`src/rtl/vslm_pkg.sv`:
```
package vslm_pkg;
  // ********************************************************
  // Operation codes
  // ********************************************************
  typedef enum logic [3:0] {
    OP_NONE   = 4'h0,
    OP_QUAD   = 4'h1,
    OP_REST   = 4'h2,
    OP_SHORT  = 4'h3,
    OP_TRANS  = 4'h4,
    OP_UPACK  = 4'h5,
    OP_UPPER  = 4'h6,
    OP_WORD   = 4'h7,
    OP_RDCTL  = 4'h8,
    OP_RDVEC  = 4'h9,
    OP_WRCTL  = 4'ha
  } vslm_op_t;

  // ********************************************************
  // Widths and constants
  // ********************************************************
  localparam int          ADDR_W      = 12;
  localparam logic [3:0]  LOAD_DELAY  = 4'h3;
  localparam logic [4:0]  GROUP_MASK  = 5'h18;
  localparam logic [2:0]  SLICE_MASK  = 3'h7;
  localparam logic [4:0]  BYTES_QUAD  = 5'h10;
  localparam int          PACK_MSB    = 14;
  localparam int          TRACK_N     = 4;
endpackage

```
`src/rtl/vslm_tracker.sv`:
```
`timescale 1ns/1ps
// Scoreboard of pending vector load targets and delay counts
module vslm_tracker (
  input  wire logic       ref_clk,
  input  wire logic       rstn,
  input  wire logic       issueLoad,
  input  wire logic [4:0] issueReg,
  input  wire logic       useValid,
  input  wire logic [4:0] useReg,
  output logic            stall
);
  typedef struct packed {
    logic [vslm_pkg::TRACK_N-1:0]      vld;
    logic [vslm_pkg::TRACK_N-1:0][4:0] reg_;
    logic [vslm_pkg::TRACK_N-1:0][3:0] cnt;
  } vslm_trk_t;

  vslm_trk_t st_r;
  vslm_trk_t st_nxt;
  logic [vslm_pkg::TRACK_N-1:0] hit;

  // ********************************************************
  // Hit detection per entry
  // ********************************************************
  genvar g;
  generate
    for (g = 0; g < vslm_pkg::TRACK_N; g++) begin : gHit
      assign hit[g] = st_r.vld[g] && useValid && (st_r.reg_[g] == useReg);
    end
  endgenerate
  assign stall = |hit;

  // Count down, retire, allocate
  always_comb begin
    logic [1:0] slot;
    st_nxt = st_r;
    slot   = '0;
    for (int i = 0; i < vslm_pkg::TRACK_N; i++) begin
      if (st_r.vld[i]) begin
        st_nxt.cnt[i] = st_r.cnt[i] - 4'h1;
        if (st_r.cnt[i] == 4'h1) begin
          st_nxt.vld[i] = 1'b0;
        end
      end
    end
    // Oldest retires before a new load needs a slot; lowest free entry wins
    if (issueLoad) begin
      for (int i = vslm_pkg::TRACK_N - 1; i >= 0; i--) begin
        if (!st_nxt.vld[i]) begin
          slot = 2'(i);
        end
      end
      st_nxt.vld[slot]  = 1'b1;
      st_nxt.reg_[slot] = issueReg;
      st_nxt.cnt[slot]  = vslm_pkg::LOAD_DELAY;
    end
  end

  always_ff @(posedge ref_clk or negedge rstn) begin
    if (!rstn) begin
      st_r <= '0;
    end else begin
      st_r <= st_nxt;
    end
  end

  chk_stall_hit: assert property (@(posedge ref_clk) disable iff (!rstn)
    (issueLoad ##1 (useValid && useReg == $past(issueReg))) |-> stall)
    else $error("dependent use not stalled");
  chk_load_retire: assert property (@(posedge ref_clk) disable iff (!rstn)
    (issueLoad && !stall) ##1 (!issueLoad [*3]) |=> !stall)
    else $error("stall after delay slots");
endmodule

```
`src/rtl/vslm_unit.sv`:
```
`timescale 1ns/1ps
module vslm_unit (
  input  wire logic                 ref_clk,
  input  wire logic                 rstn,
  input  wire logic                 issueValid,
  input  wire vslm_pkg::vslm_op_t   issueOp,
  input  wire logic [31:0]          baseVal,
  input  wire logic [15:0]          offsetImm,
  input  wire logic [4:0]           vecTarget,
  input  wire logic [3:0]           elemSel,
  input  wire logic [4:0]           gprDest,
  input  wire logic [31:0]          gprSrc,
  input  wire logic [4:0]           ctlSel,
  input  wire logic [31:0]          ctlRdData,
  input  wire logic [127:0]         vecRdData,
  input  wire logic [127:0]         memRdData,
  input  wire logic                 useValid,
  input  wire logic [4:0]           useReg,
  output logic [11:0]               memAddr,
  output logic                      gprWe,
  output logic [4:0]                gprWaddr,
  output logic [31:0]               gprWdata,
  output logic                      ctlWe,
  output logic [4:0]                ctlWaddr,
  output logic [31:0]               ctlWdata,
  output logic [7:0]                vecWe,
  output logic [7:0][4:0]           vecWaddr,
  output logic [7:0][15:0]          vecWmask,
  output logic [7:0][127:0]         vecWdata,
  output logic                      stallOut
);
  // ********************************************************
  // State
  // ********************************************************
  typedef struct packed {
    logic [11:0]        memAddr;
    logic               gprWe;
    logic [4:0]         gprWaddr;
    logic [31:0]        gprWdata;
    logic               ctlWe;
    logic [4:0]         ctlWaddr;
    logic [31:0]        ctlWdata;
    logic [7:0]         vecWe;
    logic [7:0][4:0]    vecWaddr;
    logic [7:0][15:0]   vecWmask;
    logic [7:0][127:0]  vecWdata;
    logic               stall;
  } vslm_st_t;

  vslm_st_t st_r;
  vslm_st_t st_nxt;
  logic     stallNow;
  logic     isVecLoad;
  logic [31:0] sxOff;
  logic [31:0] effAddr;
  logic [3:0]  lowBits;
  logic [7:0]  memByte [16];

  // ********************************************************
  // Address forming
  // ********************************************************
  assign sxOff   = {{16{offsetImm[15]}}, offsetImm};
  always_comb begin
    if (issueOp == vslm_pkg::OP_SHORT) begin
      effAddr = baseVal + {sxOff[30:0], 1'b0};
    end else begin
      effAddr = baseVal + sxOff;
    end
  end
  assign lowBits = effAddr[3:0];

  assign isVecLoad = issueValid && (issueOp inside {vslm_pkg::OP_QUAD, vslm_pkg::OP_REST,
                     vslm_pkg::OP_SHORT, vslm_pkg::OP_TRANS, vslm_pkg::OP_UPACK});

  // Byte view of the memory line, byte 0 at the top
  genvar b;
  generate
    for (b = 0; b < 16; b++) begin : gByte
      assign memByte[b] = memRdData[127 - 8*b -: 8];
    end
  endgenerate

  vslm_tracker vslm_tracker_i (
    .ref_clk   (ref_clk),
    .rstn      (rstn),
    .issueLoad (isVecLoad && !stallNow),
    .issueReg  (vecTarget),
    .useValid  (useValid),
    .useReg    (useReg),
    .stall     (stallNow)
  );

  // ********************************************************
  // Execute one instruction per cycle
  // ********************************************************
  always_comb begin
    logic [3:0]  dr;
    logic [15:0] half;
    st_nxt          = '0;
    dr              = '0;
    half            = '0;
    st_nxt.stall    = stallNow;
    st_nxt.memAddr  = effAddr[vslm_pkg::ADDR_W-1:0];
    st_nxt.vecWaddr[0] = vecTarget;
    if (issueValid && !stallNow) begin
      unique case (issueOp)
        vslm_pkg::OP_QUAD: begin
          for (int i = 0; i < 16; i++) begin
            if (5'(i) < vslm_pkg::BYTES_QUAD - 5'(lowBits)) begin
              st_nxt.vecWmask[0][i] = 1'b1;
              st_nxt.vecWdata[0][127 - 8*i -: 8] = memByte[i + lowBits];
            end
          end
          st_nxt.vecWe[0] = 1'b1;
        end
        vslm_pkg::OP_REST: begin
          for (int i = 0; i < 16; i++) begin
            if (lowBits != 4'h0 && 5'(i) >= vslm_pkg::BYTES_QUAD - 5'(lowBits)) begin
              st_nxt.vecWmask[0][i] = 1'b1;
              st_nxt.vecWdata[0][127 - 8*i -: 8] = memByte[4'(i) + lowBits];
            end
          end
          st_nxt.vecWe[0] = (lowBits != 4'h0);
        end
        vslm_pkg::OP_SHORT: begin
          dr = elemSel;
          st_nxt.vecWmask[0][dr] = 1'b1;
          st_nxt.vecWmask[0][dr + 4'h1] = 1'b1;
          st_nxt.vecWdata[0][127 - 8*dr -: 8] = memByte[lowBits];
          st_nxt.vecWdata[0][127 - 8*(dr + 4'h1) -: 8] = memByte[lowBits + 4'h1];
          st_nxt.vecWe[0] = 1'b1;
        end
        vslm_pkg::OP_TRANS: begin
          for (int s = 0; s < 8; s++) begin
            st_nxt.vecWe[s]    = 1'b1;
            st_nxt.vecWaddr[s] = (vecTarget & vslm_pkg::GROUP_MASK) |
                                 {2'b00, (3'(s) + elemSel[3:1]) & vslm_pkg::SLICE_MASK};
            st_nxt.vecWmask[s][2*s]     = 1'b1;
            st_nxt.vecWmask[s][2*s + 1] = 1'b1;
            st_nxt.vecWdata[s][127 - 16*s -: 16] = memRdData[127 - 16*s -: 16];
          end
        end
        vslm_pkg::OP_UPACK: begin
          for (int i = 0; i < 8; i++) begin
            half = {1'b0, memByte[4'(i) + lowBits], 7'h00};
            st_nxt.vecWdata[0][127 - 16*i -: 16] = half;
            st_nxt.vecWmask[0][2*i]     = 1'b1;
            st_nxt.vecWmask[0][2*i + 1] = 1'b1;
          end
          st_nxt.vecWe[0] = 1'b1;
        end
        vslm_pkg::OP_UPPER: begin
          st_nxt.gprWe    = 1'b1;
          st_nxt.gprWaddr = gprDest;
          st_nxt.gprWdata = {offsetImm, 16'h0000};
        end
        vslm_pkg::OP_WORD: begin
          st_nxt.gprWe    = 1'b1;
          st_nxt.gprWaddr = gprDest;
          st_nxt.gprWdata = {memByte[lowBits], memByte[lowBits + 4'h1],
                             memByte[lowBits + 4'h2], memByte[lowBits + 4'h3]};
        end
        vslm_pkg::OP_RDCTL: begin
          st_nxt.gprWe    = 1'b1;
          st_nxt.gprWaddr = gprDest;
          st_nxt.gprWdata = ctlRdData;
        end
        vslm_pkg::OP_RDVEC: begin
          half = vecRdData[127 - 8*elemSel -: 16];
          st_nxt.gprWe    = 1'b1;
          st_nxt.gprWaddr = gprDest;
          st_nxt.gprWdata = {{16{half[15]}}, half};
        end
        vslm_pkg::OP_WRCTL: begin
          st_nxt.ctlWe    = 1'b1;
          st_nxt.ctlWaddr = ctlSel;
          st_nxt.ctlWdata = gprSrc;
        end
        default: begin
          st_nxt.gprWe = 1'b0;
        end
      endcase
    end
  end

  always_ff @(posedge ref_clk or negedge rstn) begin
    if (!rstn) begin
      st_r <= '0;
    end else begin
      st_r <= st_nxt;
    end
  end

  // Outputs straight from the state register
  assign memAddr  = st_r.memAddr;
  assign gprWe    = st_r.gprWe;
  assign gprWaddr = st_r.gprWaddr;
  assign gprWdata = st_r.gprWdata;
  assign ctlWe    = st_r.ctlWe;
  assign ctlWaddr = st_r.ctlWaddr;
  assign ctlWdata = st_r.ctlWdata;
  assign vecWe    = st_r.vecWe;
  assign vecWaddr = st_r.vecWaddr;
  assign vecWmask = st_r.vecWmask;
  assign vecWdata = st_r.vecWdata;
  assign stallOut = st_r.stall;

  // ********************************************************
  // Checks
  // ********************************************************
  chk_upper_clear: assert property (@(posedge ref_clk) disable iff (!rstn)
    (issueValid && !stallNow && issueOp == vslm_pkg::OP_UPPER) |=>
      (gprWe && gprWdata == {$past(offsetImm), 16'h0000}))
    else $error("upper immediate wrong");
  chk_ctl_write: assert property (@(posedge ref_clk) disable iff (!rstn)
    (issueValid && !stallNow && issueOp == vslm_pkg::OP_WRCTL) |=>
      (ctlWe && ctlWdata == $past(gprSrc) && ctlWaddr == $past(ctlSel)))
    else $error("control write wrong");
  chk_ctl_read: assert property (@(posedge ref_clk) disable iff (!rstn)
    (issueValid && !stallNow && issueOp == vslm_pkg::OP_RDCTL) |=>
      (gprWe && gprWdata == $past(ctlRdData)))
    else $error("control read wrong");
  chk_vec_sext: assert property (@(posedge ref_clk) disable iff (!rstn)
    (issueValid && !stallNow && issueOp == vslm_pkg::OP_RDVEC) |=>
      (gprWe && gprWaddr == $past(gprDest) && gprWdata[31:16] == {16{gprWdata[15]}}))
    else $error("vector read not sign extended");
  chk_rest_zero: assert property (@(posedge ref_clk) disable iff (!rstn)
    (issueValid && !stallNow && issueOp == vslm_pkg::OP_REST && lowBits == 4'h0) |=>
      (vecWe == 8'h00))
    else $error("empty rest load wrote");
  chk_rest_mask: assert property (@(posedge ref_clk) disable iff (!rstn)
    (issueValid && !stallNow && issueOp == vslm_pkg::OP_REST && lowBits == 4'h4) |=>
      (vecWmask[0] == 16'hf000))
    else $error("rest mask wrong");
  chk_trans_all: assert property (@(posedge ref_clk) disable iff (!rstn)
    (issueValid && !stallNow && issueOp == vslm_pkg::OP_TRANS) |=>
      (vecWe == 8'hff && vecWaddr[0][4:3] == $past(vecTarget[4:3])))
    else $error("transpose group wrong");
  chk_word_addr: assert property (@(posedge ref_clk) disable iff (!rstn)
    (issueValid && issueOp == vslm_pkg::OP_WORD) |=>
      (memAddr == 12'($past(baseVal) + {{16{$past(offsetImm[15])}}, $past(offsetImm)})))
    else $error("word address wrong");
endmodule

```
`config.mk`:
```
export PLATFORM = sky130hd
export DESIGN_NAME = vslm_unit
export DESIGN_NICKNAME = d
export VERILOG_FILES = /design/src/rtl/vslm_pkg.sv /design/src/rtl/vslm_tracker.sv /design/src/rtl/vslm_unit.sv
export SDC_FILE = /design/constraint.sdc
export NUM_CORES = 1
export LEC_CHECK = 0
export ABC_AREA = 1
export BUFFER_PORTS_ARGS = -buffer_cell sky130_fd_sc_hd__buf_2
export CORE_AREA = 5 5 663 665
export CTS_CLUSTER_DIAMETER = 60
export CTS_CLUSTER_SIZE = 20
export DETAILED_ROUTE_END_ITERATION = 8
export DIE_AREA = 0 0 668 670
export SYNTH_ARGS = -nofsm -noshare
export SYNTH_HDL_FRONTEND = slang
export SYNTH_SLANG_ARGS = --single-unit
```
`constraint.sdc`:
```
create_clock -name ref_clk -period 2.6 [get_ports ref_clk]
set_input_delay 0.13 -clock ref_clk [delete_from_list [all_inputs] [get_ports ref_clk]]
set_output_delay 0.13 -clock ref_clk [all_outputs]
set_load 0.03 [all_outputs]
```
**Word level (Yosys, flattened, before mapping)**

Cells that the tools add are included.

- Output and inout port bits: 1289
- Input bits: 400
- Logic and storage cells: 483
- Flip-flop bits (word level): 437

- Add/subtract/negate cells: 50
- Order comparisons: 70
- Equality and inequality tests: 18
- Shift operators: 5
- Bitwise operators: 46
- Mux-type cells: 220
- Reduce and logical (&&, ||, !) cells: 37

Operators with widths:

| operator | count |
|---|---|
| $bmux W8 S4 | 32 |
| $mux W8 | 96 |
| $ge A33 B5 Y1 const B | 16 |
| $not A5 Y33 | 15 |
| $pmux W112 S4 | 1 |
| $shift A8 B34 Y135 const A | 2 |
| $shiftx A8 B34 Y135 | 2 |
| $mux W16 | 15 |
| $pmux W37 S4 | 1 |
| $shiftx A143 B33 Y16 | 1 |
| $and A128 B128 Y128 | 1 |
| $bwmux W128 | 1 |
| $mux W128 | 1 |
| $mux W126 | 1 |
| $ge A5 B5 Y1 const B | 16 |
| $not A4 Y5 | 16 |
| $pmux W16 S5 | 1 |
| $neg A32 Y34 | 2 |
| $pmux W14 S4 | 1 |
| $mux W1 | 44 |
| $mux W42 | 1 |
| $add A4 B4 Y5 const A | 8 |
| $ge A4 B5 Y1 const A | 8 |
| $lt A4 B5 Y1 const A | 8 |
| other kinds (58) | 156 |

**Longest topological paths before layout**

- Depth in word-level cells: 15
- Gate-level depth with buffers: 24
- Mapped depth without buffers: 21

**Cells and area by module**

Synthesis repeated with hierarchy kept, for this count alone.

- Cell total of the unflattened synthesis: 5352
- Area total of the unflattened synthesis: 36177.2 um2

By module, submodules not included:

| module | cells an instance | seq. area each (um2) | area each (um2) | times used |
|---|---|---|---|---|
| vslm_unit | 5082 | 9183.8 | 33997.6 | 1 |
| vslm_tracker | 270 | 1001.0 | 2179.6 | 1 |

**Worst setup path before layout**

Ideal clock, no wire load.

- Path kind: in2reg
- Start point: in baseVal[0]
- End point: reg st_r (netlist bit vecWdata[14])
- Required time: 2.464 ns
- Path slack: -0.695 ns
- Arrival: 3.159 ns
- Stages: 18
- Setup time: 0.136 ns
- Buffers on the path: 4
- Cells stage by stage: ha_1 fa_1 or2_2 nand2_1 nand2_1 nand2_1 buf_2 buf_2 buf_2 ha_1 o21ai_1 xnor2_2 clkbuf_1 nand3_1 nand2_1 nor2_1 a21oi_1 a21oi_1

RTL lines:

| what | line | text |
|---|---|---|
| start: declaration | vslm_unit.sv:7 | `input wire logic [31:0] baseVal,` |
| end signal: assignment | vslm_unit.sv:190 | `st_r <= st_nxt;` |
| end: declaration | vslm_unit.sv:50 | `vslm_st_t st_r;` |

==> impl_metrics.toml <==
[setup_path]
r2r_setup_slack_ns = 0.16
reg2regPathDepth = 15
slowest_delay_ns = 0.61
endpoint_kind = "flip-flop"
critPathArrivalTime_ns = 3.23
crit_path_top_delay_cell = "fa_2"
worst-setup-path-type = "input port to flip-flop"
required_ns = 3.12
critical_path.max_fanout = 8
start_kind = "input port"
crit_chain = "buf_8 > ha_4 > fa_2 > nand2_2 > o21ai_4 > buf_6 > ha_4 > inv_6 > nor2_4 > inv_2 > nand2_4 > nand2_8 > buf_4 > nand3_4 > nand2_8 > buf_6 > o21ai_0 > a21oi_1 > nor2_2 > nor2_2"

[timing]
rsz0062_at_grt = "true"
slew_viol_final = 0
relSlewSlack_pct = 29.9
clock.fmax_mhz = 368
fin_skew_ns = 0.0843
fin_ws_ns = -0.117
setup_viol = 25
min_period_ns = 2.72
min_period_over_period_pct = 105
worstMarginPinSlew_ns = 1.05
final-hold-violation-count = 0

[hold_path]
min_path_cells = 4
min_to = "gprWdata[15]"
min_from = "ctlRdData[15]"
hold_path_class = "input port to flip-flop"

[route]
num_vias = 42303
drc = 0
drt_pre_antenna_iters = 8
avgViaCountPerCell = 3.31
antenna_left = 0
drt_iter0_drc = 4210
finalWirelength_mm = 276
post_drt_wl_per_cell_um = 21.6

[final_layout]
final_cell_area_um2 = 56200
area_growth_pct = 54.7
final_nets = 7448
layout.cells.non_filler = 12792
drive_gt1_share_pct = 30.1
fillCellCount = 50088

[grt]
grt_usage_pct = 11.6
grt_max_degree = 101
grt_pass1_wl_mm = 358
grt_pass1_vias = 41171
antenna_found_initial = 38
overflow = 0

[run]
cap_violations = 0

[place]
port_buffers = 786
dp_slack_ns = -1.38
dp.cells = 12397
place_area_um2 = 49900
gp_congestion = 1.01
hpwl_mm = 235

[power_and_ir_drop]
total_leakage_power_nw = 27.9
powerDensity_nw_per_um2 = 603
ir_drop_mv = 0.526

[clock_network]
htree_levels = 2
cts_tree = "built"
cts_buffers = 47
clk_latency_ns = 0.73
root_buffer = "clkbuf_16"
numClockSinks = 407
cts.clk_slew.worst_paths_ns = 0.07
clockBufferDepth = 3

[die]
ios = 1689
row_count = 242
die-area_um2 = 448000
core-area_um2 = 433000
die_h_um = 670
die_x_um = 668
initial_core_util_pct = 8.39

[logic_synthesis]
synth_seq_cells = 407
yosysWarningCount = 0
synth-edff-count = 0
synth.avg_cell_area_um2 = 6.75
syn_inst = 5384
synth_ff_type = "dfrtp_1"
seq_area_frac_synth_pct = 28.0
syn_area_um2 = 36300
netlist-cell-type-count = 59
postSynth.asyncResetShare_pct = 100

[status]
run_status = "complete, but fails checks"
failed_checks = "setup timing"
-- routing by layer --
layer  track usage [%]  vias to the layer above  wire length [um]
li1                  -                    18986                 -
met4              9.46                        4             28200
met5                 0                        -                27
met2              20.8                     2401            137000
met3              1.56                      673             16100
met1              11.9                    20239             94200
-- synthesized netlist by cell type (46+ instances only) --
cell      instances  area share (%)
ha_1             54             1.9
nand3_1         686             9.4
inv_1           339             3.5
o21ai_0         264             3.6
clkbuf_1        136             1.4
o211ai_1         55             1.1
dfrtp_1         407              28
nor2_1          364             3.8
buf_1            46            0.48
buf_4           940              19
nand2_1        1248              13
a21oi_1         408             5.6
-- metrics by stage --
| stage | setup TNS, ns | power (W) | utilization [%] | hold slack (ns) |
|---|---|---|---|---|
| 4_1_cts | -0.0172 | 0.0331 | 12.7 | 0.00335 |
| 5_1_grt | -1.51 | 0.0353 | 13.0 | 0.0256 |
| 3_3_place_gp | -169.96 | 0.0243 | 11.5 | 0.0807 |
| 2_1_floorplan | -11.50 | 0.0167 | - | -0.166 |
| 3_5_place_dp | -164.44 | 0.0242 | 11.5 | 0.0800 |
| 6_report | -0.656 | 0.0339 | 13.0 | 0.0583 |
-- cells in the final DEF, fill, tap and decap left out, drive strengths merged, types with 2 or more instances in the layout --
cell | netlist | layout
clkbuf | 136 | 49
dfrtp | 407 | 407
o21ai | 314 | 314
buf | 1048 | 1627
nor3b | 2 | 2
bufbuf | 0 | 2
nor3 | 15 | 15
conb | 1 | 882
a22o | 3 | 3
nor2 | 382 | 382
diode | 0 | 31
nand3 | 712 | 712
dlygate4sd3 | 0 | 231
o221ai | 2 | 2
fa | 2 | 2
o22ai | 32 | 32
a31oi | 33 | 33
and2 | 5 | 5
xnor2 | 10 | 10
or2 | 4 | 4
nand4 | 37 | 37
a21oi | 408 | 408
ha | 54 | 54
o211ai | 55 | 55
o21bai | 2 | 2
a22oi | 13 | 13
inv | 357 | 373
o21a | 20 | 20
a211oi | 3 | 3
nor4 | 3 | 3
nand2 | 1293 | 1295
clkinv | 11 | 29
xor2 | 15 | 15
-- worst max-delay path by stage --
stage	start	end	slack, ns	cells past startpoint
floorplan	baseVal[0]	vecWdata[42]	-0.15	23
global placement	baseVal[0]	vecWdata[34]	-1.44	16
detailed placement	baseVal[0]	vecWdata[34]	-1.38	16
CTS	baseVal[0]	vecWdata[61]	-0.01	17
global route	baseVal[0]	vecWdata[40]	-0.10	19
finish	offsetImm[0]	vecWdata[61]	-0.12	20
-- layout make-up --
type / count / area [um2] / area share [%]
Sequential cell: 407 / 10200 / 18.1
Tap cell: 5734 / 7170 / 12.8
Antenna cell: 31 / 77.6 / 0.138
Clock buffer: 49 / 1190 / 2.12
Timing Repair Buffer: 1860 / 14000 / 24.9
Inverter: 368 / 1420 / 2.53
Multi-Input combinational cell: 4308 / 21600 / 38.4
Clock inverter: 35 / 573 / 1.02
-- registers in the layout (all words and copies together) (netlist names), named ones only --
register / count
ctlWaddr: 5
ctlWdata: 32
ctlWe: 1
gprWaddr: 5
gprWdata: 32
gprWe: 1
memAddr: 12
stallOut: 1
vecWaddr: 20
vecWdata: 240
vecWe: 1
vecWmask: 17
vslm_tracker_i.st_r: 20
-- logic make-up (layout without fill, tap and decap cells) --
group,count (synthesis),in the layout,synth area share [%]
and+or+nand+nor,2454,2456,29.5
buffers and inverters,1552,2312,26.3
AOI/OAI and AO/OA,888,888,13.2
DFF,407,407,28.0
adders and majority gates,56,56,1.97
xor gates and xnor gates,25,25,0.871
other,1,913,0.0103
muxes,1,1,0.0276
-- timing repair --
action	4_1_cts	5_1_grt
pin swaps	34	62
setup endpoints to repair	163	138
gates resized for setup	155	217
hold endpoints to repair	630	0
buffers inserted	18	29
hold buffers	231	0
gates cloned	4	2
-- worst max-delay path, delay by kind of cell --
kind,cells,cell delay (ns)
buf+inv,6,0.77
fa+ha+maj,3,0.92
simple gates,8,0.92
compound gates,3,0.45
-- report_power, final --
| group | switching [W] | leakage, nW | internal (W) |
|---|---|---|---|
| clock network | 0.00389 | 0.846 | 0.00380 |
| logic | 0.0127 | 21.5 | 0.00639 |
| registers | 0.000373 | 5.56 | 0.00679 |
(Power assumes the default switching activity.)
